**config.mk**
```make
export PLATFORM = sky130hd
export DESIGN_NAME = adc_conv_ctl_flat
export DESIGN_NICKNAME = d
export VERILOG_FILES = /design/src/adc_ctl_pkg.sv /design/src/adc_bus_if.sv /design/src/adc_conv_ctl.sv /design/src/flat_wrapper.sv
export SDC_FILE = /design/constraint.sdc
export NUM_CORES = 1
export LEC_CHECK = 0
export BUFFER_PORTS_ARGS = -buffer_cell sky130_fd_sc_hd__buf_2
export CAP_MARGIN = 20
export CORE_MARGIN = 2
export CORE_UTILIZATION = 55
export CTS_CLUSTER_SIZE = 28
export DETAILED_ROUTE_END_ITERATION = 10
export GPL_TIMING_DRIVEN = 0
export PLACE_DENSITY = 0.79
export SLEW_MARGIN = 20
export SYNTH_ARGS = -nofsm -noshare
export SYNTH_HDL_FRONTEND = slang
export SYNTH_SLANG_ARGS = --single-unit
```
**constraint.sdc**
```tcl
create_clock -name ref_clk_in -period 3 [get_ports ref_clk_in]
set_input_delay 0.6 -clock ref_clk_in [delete_from_list [all_inputs] [get_ports ref_clk_in]]
set_output_delay 0.6 -clock ref_clk_in [all_outputs]
set_load 0.005 [all_outputs]
```
**src/adc_ctl_pkg.sv**
```systemverilog
// Shared constants for the sampling converter control block and its host end.
// Assumes one 50 MHz clock that both ends share as the conversion clock.
package adc_ctl_pkg;
  localparam int unsigned RESULT_W      = 10;             // Result width
  localparam int unsigned LOW_W         = 8;              // Low byte width
  localparam int unsigned HIGH_W        = 2;              // High part width
  localparam int unsigned CONV_CLKS     = 46;             // Clocks after start strobe
  localparam int unsigned READ_CLKS     = 4;              // Clocks budgeted for readout
  localparam int unsigned MIN_SPACING   = 50;             // Least strobe spacing
  localparam int unsigned SPACING_STEP  = 4;              // Spacing granularity
  localparam int unsigned DIV_SIMPLE    = 64;             // Simple divider ratio
  localparam int unsigned DIV_TIMER     = 52;             // Timer divider ratio
  localparam int unsigned CNT_W         = 8;              // Counter width
  localparam logic        ADDR_BASE     = 1'b0;           // Low byte or full word
  localparam logic        ADDR_HIGH     = 1'b1;           // High bits and status
  localparam int unsigned STATUS_BIT    = 7;              // Done flag in high byte
  localparam logic [7:0]  DATA_ZERO     = 8'h00;
endpackage : adc_ctl_pkg

```
**src/adc_bus_if.sv**
```systemverilog
// Parallel bus between host and converter, with the two open-drain outputs.
// Assumes both ends run on the same clock; the open-drain wires resolve here.
`timescale 1ns/1ps
`default_nettype none
interface adc_bus_if;
  logic       cs_n;        // Chip select, active low
  logic       wr_n;        // Start strobe, active low
  logic       rd_n;        // Read strobe, active low
  logic       addr;        // Address bit 0
  logic [9:0] data;        // Read data from the converter
  logic       int_oe;      // Converter pulls interrupt low
  logic       rdy_oe;      // Converter pulls ready low
  logic       int_n;       // Resolved interrupt wire, pulled up
  logic       rdy;         // Resolved ready wire, pulled up

  // Pull-ups: a wire is low only while someone drives it
  assign int_n = ~int_oe;
  assign rdy   = ~rdy_oe;

  modport conv (input cs_n, wr_n, rd_n, addr, output data, int_oe, rdy_oe);
  modport host (output cs_n, wr_n, rd_n, addr, input data, int_n, rdy);
endinterface : adc_bus_if
`default_nettype wire

```
**src/adc_conv_ctl.sv**
```systemverilog
// Converter end: conversion sequencing, result read decode, open-drain outputs.
// Assumes synchronous bus strobes; the result value comes from the analog side.
// What this block and its host do
// - Start strobe low begins a new conversion
// - Finish within strobe width plus 46 clocks
// - Host spaces strobes past conversion and readout
// - Host spaces strobes in multiples of four
// - Host spaces strobes at least 50 clocks
// - Simple host divides clock by 64
// - Timer host may divide clock by 52
// - Host reads only after conversion completes
// - Host may wait fixed delay before reading
// - Interrupt pulled low when conversion finishes
// - Byte variant offers readable done flag
// - Word variant: write to address starts conversion
// - Word variant: read same address gives result
// - Byte variant: base plus one gives top bits
// - Byte variant: base gives low eight bits
// - Ready and interrupt are open-drain outputs
// - Host strobe synchronous with conversion clock
`timescale 1ns/1ps
`default_nettype none
module adc_conv_ctl
  import adc_ctl_pkg::*;
#(
  parameter bit BYTE_SPLIT = 1'b0   // 1: 8+2 byte reads, 0: one word
) (
  // Clock, reset, enable
  input  wire logic                ref_clk_in,
  input  wire logic                rst_n_in,
  input  wire logic                clk_en_in,
  // Sampled analog result
  input  wire logic [RESULT_W-1:0] sample_in,
  // Host bus
  adc_bus_if.conv                  bus,
  // Status for the user side
  output logic                     busy_out
);
  typedef enum logic [1:0] {IDLE, STROBE, CONVERT} conv_e;

  conv_e                conv_q, conv_d;
  logic [CNT_W-1:0]     cnt_q, cnt_d;
  logic [RESULT_W-1:0]  result_q, result_d;
  logic                 done_q, done_d;
  logic [RESULT_W-1:0]  data_q, data_d;
  logic                 busy_q, busy_d;
  logic                 start_w, read_w;

  // One step down the conversion count
  function automatic logic [CNT_W-1:0] cnt_dec(input logic [CNT_W-1:0] v);
    cnt_dec = v - CNT_W'(1);
  endfunction : cnt_dec

  // Strobes count only while selected
  assign start_w = ~bus.cs_n & ~bus.wr_n;
  assign read_w  = ~bus.cs_n & ~bus.rd_n;

  // Sequencer: the count runs from the strobe's rising edge, so a long strobe
  // stretches the conversion exactly as much as its own width
  always_comb begin
    conv_d   = conv_q;
    cnt_d    = cnt_q;
    result_d = result_q;
    done_d   = done_q;
    busy_d   = busy_q;
    case (conv_q)
      IDLE: begin
        if (start_w) begin
          conv_d = STROBE;
          cnt_d  = CNT_W'(CONV_CLKS - 1);
          done_d = 1'b0;
          busy_d = 1'b1;
        end
      end
      // The release edge is the first of the counted clocks, so the done edge
      // lands within strobe width plus the conversion budget
      STROBE: begin
        if (!start_w) begin
          conv_d = CONVERT;
          cnt_d  = cnt_dec(cnt_q);
        end
      end
      CONVERT: begin
        if (cnt_q == '0) begin
          conv_d   = IDLE;
          result_d = sample_in;
          done_d   = 1'b1;
          busy_d   = 1'b0;
        end else begin
          cnt_d = cnt_dec(cnt_q);
        end
      end
      default: conv_d = IDLE;
    endcase
    // Reading any data clears the interrupt; a new done wins over it
    if (read_w && done_q && !(conv_q == CONVERT && cnt_q == '0)) begin
      done_d = 1'b0;
    end
  end

  // Read decode registered, so data follows the read strobe by one clock
  always_comb begin
    data_d = '0;
    if (read_w) begin
      if (!BYTE_SPLIT) begin
        data_d = result_q;
      end else if (bus.addr == ADDR_BASE) begin
        data_d = {{HIGH_W{1'b0}}, result_q[LOW_W-1:0]};
      end else begin
        data_d = RESULT_W'({~busy_q, 5'h00, result_q[RESULT_W-1:LOW_W]});
      end
    end
  end

  // State registers, frozen while the clock enable is low
  always_ff @(posedge ref_clk_in) begin
    if (!rst_n_in) begin
      conv_q   <= IDLE;
      cnt_q    <= '0;
      result_q <= '0;
      done_q   <= 1'b0;
      data_q   <= '0;
      busy_q   <= 1'b0;
    end else if (clk_en_in) begin
      conv_q   <= conv_d;
      cnt_q    <= cnt_d;
      result_q <= result_d;
      done_q   <= done_d;
      data_q   <= data_d;
      busy_q   <= busy_d;
    end
  end

  // Open-drain drives: enable high means the pin is pulled low
  assign bus.int_oe = done_q;
  assign bus.rdy_oe = busy_q;
  assign bus.data   = data_q;
  assign busy_out   = busy_q;
endmodule : adc_conv_ctl
`default_nettype wire

```
**src/flat_wrapper.sv**
```systemverilog
// flat-port wrapper written by rule: the top's interface ports become plain ports
module adc_conv_ctl_flat import adc_ctl_pkg::*;
#(
  parameter bit BYTE_SPLIT = 1'b0                                    
)
  (ref_clk_in, rst_n_in, clk_en_in, sample_in, busy_out, bus_cs_n, bus_wr_n, bus_rd_n, bus_addr, bus_data, bus_int_oe, bus_rdy_oe);
  adc_bus_if bus_i ();
  input  wire logic ref_clk_in;
  input  wire logic rst_n_in;
  input  wire logic clk_en_in;
  input  wire logic [RESULT_W-1:0] sample_in;
  output logic busy_out;
  input wire logic [$bits(bus_i.cs_n)-1:0] bus_cs_n;
  input wire logic [$bits(bus_i.wr_n)-1:0] bus_wr_n;
  input wire logic [$bits(bus_i.rd_n)-1:0] bus_rd_n;
  input wire logic [$bits(bus_i.addr)-1:0] bus_addr;
  output wire logic [$bits(bus_i.data)-1:0] bus_data;
  output wire logic [$bits(bus_i.int_oe)-1:0] bus_int_oe;
  output wire logic [$bits(bus_i.rdy_oe)-1:0] bus_rdy_oe;
  assign bus_i.cs_n = bus_cs_n;
  assign bus_i.wr_n = bus_wr_n;
  assign bus_i.rd_n = bus_rd_n;
  assign bus_i.addr = bus_addr;
  assign bus_data = bus_i.data;
  assign bus_int_oe = bus_i.int_oe;
  assign bus_rdy_oe = bus_i.rdy_oe;
  adc_conv_ctl #(.BYTE_SPLIT(BYTE_SPLIT)) u_core (.ref_clk_in(ref_clk_in), .rst_n_in(rst_n_in), .clk_en_in(clk_en_in), .sample_in(sample_in), .bus(bus_i), .busy_out(busy_out));
endmodule
```
After elaboration in Yosys (flattened, before gate mapping)
Index checks and enable logic that the tools add are counted.
{"block": "op_classes", "addsub": 1, "eq_ne": 8, "n_mux": 16, "bitwise_logic": 5, "reduce_logical": 14}
{"cell": "8-bit 2-to-1 mux", "count": 3}
{"cell": "8-bit one-hot mux with 3 select lines", "count": 1}
{"cell": "4-bit AND reduction", "count": 3}
{"cell": "10-bit 2-to-1 mux", "count": 1}
{"cell": "8-bit logical NOT", "count": 1}
{"cell": "8-bit by 1-bit subtractor with 8-bit output (second input constant)", "count": 1}
{"cell": "2-bit 2-to-1 mux", "count": 3}
{"cell": "2-bit one-hot mux with 3 select lines", "count": 1}
{"cell": "3-bit nonzero test", "count": 2}
{"cell": "1-bit 2-to-1 mux", "count": 5}
{"cell": "5-bit AND reduction", "count": 1}
{"cell": "2-bit by 1-bit != test with 1-bit output (second input constant)", "count": 2}
{"cell": "2-bit != test (second input constant)", "count": 2}
{"cell": "1-bit one-hot mux with 2 select lines", "count": 2}
{"cell": "1-bit logical AND", "count": 3}
{"cell": "3-bit by 1-bit != test with 1-bit output (second input constant)", "count": 1}
{"cell": "3-bit by 2-bit != test with 1-bit output (second input constant)", "count": 1}
{"cell": "1-bit inverter", "count": 3}
{"cell": "3-bit AND reduction", "count": 1}
{"cell": "1-bit AND", "count": 2}
{"cell": "2-bit by 1-bit equality test with 1-bit output (second input constant)", "count": 1}
{"cell": "2-bit equality test (second input constant)", "count": 1}
{"cell": "2-bit logical NOT", "count": 1}
{"cell": "2-bit nonzero test", "count": 1}
{"cell": "1-bit logical NOT", "count": 1}
{"block": "totals", "reg_bits": 32, "output_inout_bits": 13, "word_cells": 50}

Depth between registers and ports, before layout
{"block": "logic_depth", "ltp_word": 6, "depth_mapped": 7, "depth_no_buf": 6}

Worst setup path before layout
No wires, ideal clock.
{"block": "synth_path", "path_type": "register -> register", "from": "register u_core.cnt_q[0]", "to": "register u_core.cnt_q[6]", "arrival_time_ps": 1544, "required_ps": 2872, "slack_ps": 1328, "path_stages_with_launch": 7, "path_cell_list": "dfxtp_1 -> inv_1 -> ha_1 -> or3b_1 -> or3_4 -> a211oi_2 -> o32ai_1"}
{"block": "synth_via", "elab_chain_cells": 3, "elab_cells_between_ends": 7, "cone_classes": "add/sub: 1; eq/ne: 1; mux: 3; reduce/logical: 2"}
{"item": "from (decl)", "line_no": "adc_conv_ctl.sv:42", "rtl": "logic [CNT_W-1:0] cnt_q, cnt_d;"}
{"item": "from (signal assigned)", "line_no": "adc_conv_ctl.sv:126", "rtl": "cnt_q <= cnt_d;"}
{"item": "8-bit by 1-bit subtractor with 8-bit output or 8-bit logical NOT (tied branches)", "line_no": "adc_conv_ctl.sv:51, adc_conv_ctl.sv:84"}
{"item": "8-bit 2-to-1 mux (tied with other cells)", "line_no": "adc_conv_ctl.sv:84", "rtl": "if (cnt_q == '0) begin"}
{"item": "8-bit one-hot mux with 3 select lines or 5-bit AND reduction (tied branches)"}
Parallel ways exist; a longest one is shown, timed or not. The select of a mux whose other input is x is not followed.
A chain may end at the register's enable or synchronous reset.

Worst setup path in the final report
{"block": "layout_path", "from": "register u_core.conv_q[0]", "to": "register u_core.cnt_q[7]"}
{"block": "layout_via", "elab_chain_cells": 3, "elab_cells_between_ends": 9, "cone_classes": "eq/ne: 5; mux: 1; reduce/logical: 3"}
{"item": "from (decl)", "line_no": "adc_conv_ctl.sv:41", "rtl": "conv_e conv_q, conv_d;"}
{"item": "from (signal assigned)", "line_no": "adc_conv_ctl.sv:125", "rtl": "conv_q <= conv_d;"}
{"item": "2-bit equality test (tied with other cells)", "line_no": "adc_conv_ctl.sv:66", "rtl": "case (conv_q)"}
{"item": "2-bit != test (no source line) (tied with other cells)"}
{"item": "5-bit AND reduction (no source line)"}
Parallel ways exist; a longest one is shown, timed or not.

==> results.py <==
metrics = {
    "die": {
        "dieArea_um2": 3270,
        "die_w_um": 57.2,
        "initial_utilization_pct": 57.0,
        "rows": 19,
        "chipHeight_um": 57.2,
        "core_um2": 2730,
        "io-pin-count": 30,
    },
    "setup_path": {
        "cpPeakStageDelay_ns": 0.39,
        "cp-end-kind": "register",
        "crit_chain": "inv_1 > ha_1 > o21ai_1 > and4bb_2 > nand3_1 > o32ai_1",
        "critPathKind": "reg -> reg",
        "critPathTopFamily": "compound AO/OA/AOI/OAI gates",
        "required_ns": 3.24,
        "critical_path.slowest_cell": "dfxtp_1",
        "r2r_start": "u_core.conv_q[0]$_SDFFE_PN0P_",
        "critPathMaxFanout": 7,
        "arrival_ns": 2.16,
        "path_buf_inv": 1,
        "start_kind": "register",
        "startpoint": "u_core.conv_q[0]$_SDFFE_PN0P_",
    },
    "sta": {
        "period_needed_ns": 1.93,
        "maxSlewViolCount": 0,
        "period_share_pct": 64.2,
        "fin_skew_ns": 0.00707,
        "timing.slew.headroom_pct": 63.6,
        "fin_setup_tns_ns": 0,
        "tightest_slew_ns": 0.541,
        "hold_ws_ns": 0.460,
        "timing.fmax_ghz": 0.519,
        "finalSetupViolCount": 0,
        "rsz0062_at_grt": "false",
        "finalHoldViolations": 0,
    },
    "hold_path": {
        "worstHoldPathType": "reg -> reg",
        "min_from": "u_core.result_q[3]$_SDFFE_PN0P_",
    },
    "logic_synthesis": {
        "avgSynthCellArea_um2": 8.80,
        "syn-num-nets": 200,
        "postSynthCellCount": 177,
        "netlist_area_um2": 1560,
        "yosysUniqueCellTypes": 36,
        "ys_ff_latch": 32,
        "ys_seq_area_share_pct": 41.1,
        "yosys_warnings": 0,
    },
    "clock_network": {
        "cts_root_buffer": "clkbuf_4",
        "clk_latency_ns": 0.34,
        "cts_setup_buffers": 0,
        "post_cts_resized": 0,
        "holdBufCountCts": 0,
        "clk_pin_slew_worst_paths_ns": 0.10,
        "numCtsBuffers": 5,
        "clockBufferDepth": 2,
        "cts_max_level": 2,
        "cts_sinks": 32,
        "cts_tree": "built",
    },
    "routing": {
        "drc": 0,
        "vias": 1421,
        "first_pass_iters": 4,
        "first_iter_violations": 51,
        "postRouteAntennaNets": 0,
        "wl_per_cell_um": 14.9,
        "avgViaCountPerCell": 5.85,
        "wirelength_um": 3610,
    },
    "pwr": {
        "vdd_drop_max_mv": 0.428,
        "power.density_nw_per_um2": 591,
        "p_leak_nw": 0.730,
    },
    "global_route": {
        "grt_pass1_vias": 1307,
        "grtUsageTotal_pct": 24.6,
        "grt_pass1_wl_um": 6110,
        "antenna_found_initial": 0,
        "grt_max_degree": 11,
        "gr-total-overflow": 0,
    },
    "finish": {
        "stdcell_count": 243,
        "antenna_cells": 0,
        "fillCellCount": 221,
        "nets": 234,
        "syn_to_final_growth_pct": 16.1,
        "final_util_pct": 66.1,
        "post_route_cells_drive_above_1_share_pct": 20.3,
    },
    "status": {
        "outcome": "finished clean",
    },
    "job": {
        "maxCapViolations": 0,
    },
    "placed_design": {
        "dp_hpwl_um": 2560,
        "dp.cells": 235,
        "routabilityCongestion": 0.835,
        "io_buffers": 27,
    },
}
-- synth_stat cells --
cell type	number	area [um^2]
mux2i_1	1	10.0
and4bb_2	2	25.0
inv_1	5	18.8
a21boi_1	10	75.1
o22ai_1	1	6.26
o21ai_1	1	5.00
nand4bb_1	1	11.3
dfxtp_1	32	641
or3b_1	2	17.5
buf_2	2	10.0
clkbuf_1	7	26.3
and2_1	1	6.26
nand4b_1	1	8.76
nor2_1	4	15.0
nor4_2	1	12.5
buf_1	1	3.75
nand2b_1	2	12.5
a21boi_0	2	15.0
a211o_1	1	8.76
nor3b_1	2	15.0
o221ai_1	1	8.76
a211oi_1	4	30.0
nor2b_1	23	144
ha_1	6	75.1
a21oi_1	11	55.1
o221a_1	3	33.8
o32ai_1	2	17.5
or3_4	1	11.3
nand3_1	15	75.1
o211a_1	3	30.0
a211oi_2	1	12.5
o21ai_0	2	10.0
nor3_1	3	15.0
nand4_1	1	6.26
nand2_1	20	75.1
buf_4	2	15.0
-- routing by layer --
layer,vias up,part of all wire [%],global-route usage (%)
met1,673,42,30.7
met5,-,0,0
met3,9,6.5,6.12
met4,0,1.7,10.6
met2,47,50,40.2
li1,692,-,-
-- area by class of cell --
type / count / area, um^2 / area share (%)
plain buffers: 12 / 55.1 / 3.04
clock buffers: 6 / 41.3 / 2.28
clock inverters: 2 / 35.0 / 1.94
inverters: 5 / 18.8 / 1.04
multi-input cells: 128 / 843 / 46.6
flip-flops and latches: 32 / 641 / 35.4
well taps: 31 / 38.8 / 2.15
repair buffers: 27 / 135 / 7.47
-- state kept, by name, summed over array words and instances, names as in the netlist --
signal and count:
u_core.conv_q 2, u_core.bus.data 10, u_core.cnt_q 8, u_core.bus.rdy_oe 1, u_core.result_q 10, u_core.bus.int_oe 1
-- through the flow --
stage | instance area (um^2) | power [mW] | setup slack, ns
2_1_floorplan | 1560 | 0.680 | 1.33
3_3_place_gp | 1730 | 0.734 | 1.07
3_5_place_dp | 1730 | 0.751 | 1.02
4_1_cts | 1810 | 1.07 | 1.09
5_1_grt | 1810 | 1.13 | 0.869
6_report | 1810 | 1.07 | 1.07
-- path summary, 6_finish.rpt --
check                                         end  slack (ns)  depth (start not counted)
hold / removal    u_core.result_q[3]$_SDFFE_PN0P_        0.46                          2
hold reg to reg   u_core.result_q[3]$_SDFFE_PN0P_        0.46                          2
setup / recovery     u_core.cnt_q[7]$_SDFFE_PN0P_        1.07                          6
setup reg to reg     u_core.cnt_q[7]$_SDFFE_PN0P_        1.07                          6
-- kinds of logic (layout without fill, tap and decap cells) --
family                   Yosys count  after routing  share of synthesized area, %
buffers and inverters             17             52                          4.74
AND/OR/NAND/NOR                   79             79                          28.9
AO/OA/AOI/OAI                     42             42                          19.8
flip-flops                        32             32                          41.1
multiplexers                       1              1                         0.643
adder cells (fa/ha/maj)            6              6                          4.82
-- placed cells by master, fill, tap and decap left out --
master / synthesis / final
and4bb_2: 2 / 2
inv_1: 5 / 5
o211a_1: 3 / 3
nor2b_1: 23 / 23
clkbuf_1: 7 / 8
ha_1: 6 / 6
a21boi_1: 10 / 10
a211oi_2: 1 / 1
nand3_1: 15 / 15
o21ai_1: 1 / 1
bufinv_16: 0 / 1
nand4_1: 1 / 1
buf_1: 1 / 1
nor3_1: 3 / 3
a21boi_0: 2 / 2
o32ai_1: 2 / 2
a211oi_1: 4 / 4
nand4b_1: 1 / 1
o21ai_0: 2 / 2
nor4_2: 1 / 1
a21oi_1: 11 / 11
clkinv_2: 0 / 1
mux2i_1: 1 / 1
o221a_1: 3 / 3
buf_4: 2 / 2
clkbuf_4: 0 / 5
or3b_1: 2 / 2
a211o_1: 1 / 1
nand2_1: 20 / 20
and2_1: 1 / 1
dfxtp_1: 32 / 32
o221ai_1: 1 / 1
nor3b_1: 2 / 2
nor2_1: 4 / 4
buf_2: 2 / 29
nand4bb_1: 1 / 1
o22ai_1: 1 / 1
nand2b_1: 2 / 2
or3_4: 1 / 1
-- worst register-to-register path, delay by kind of cell, from the launching register on --
family,cells,cell delay [ns]
fa+ha+maj,1,0.24
flops,1,0.39
simple gates,2,0.54
compound gates,2,0.57
buf+inv,1,0.09
-- power by group --
| group | switching [mW] | internal (mW) | total, mW |
|---|---|---|---|
| registers | 0.0258 | 0.452 | 0.478 |
| logic | 0.154 | 0.116 | 0.270 |
| clock network | 0.147 | 0.175 | 0.322 |
No activity file was read; power rests on OpenSTA's default activity.
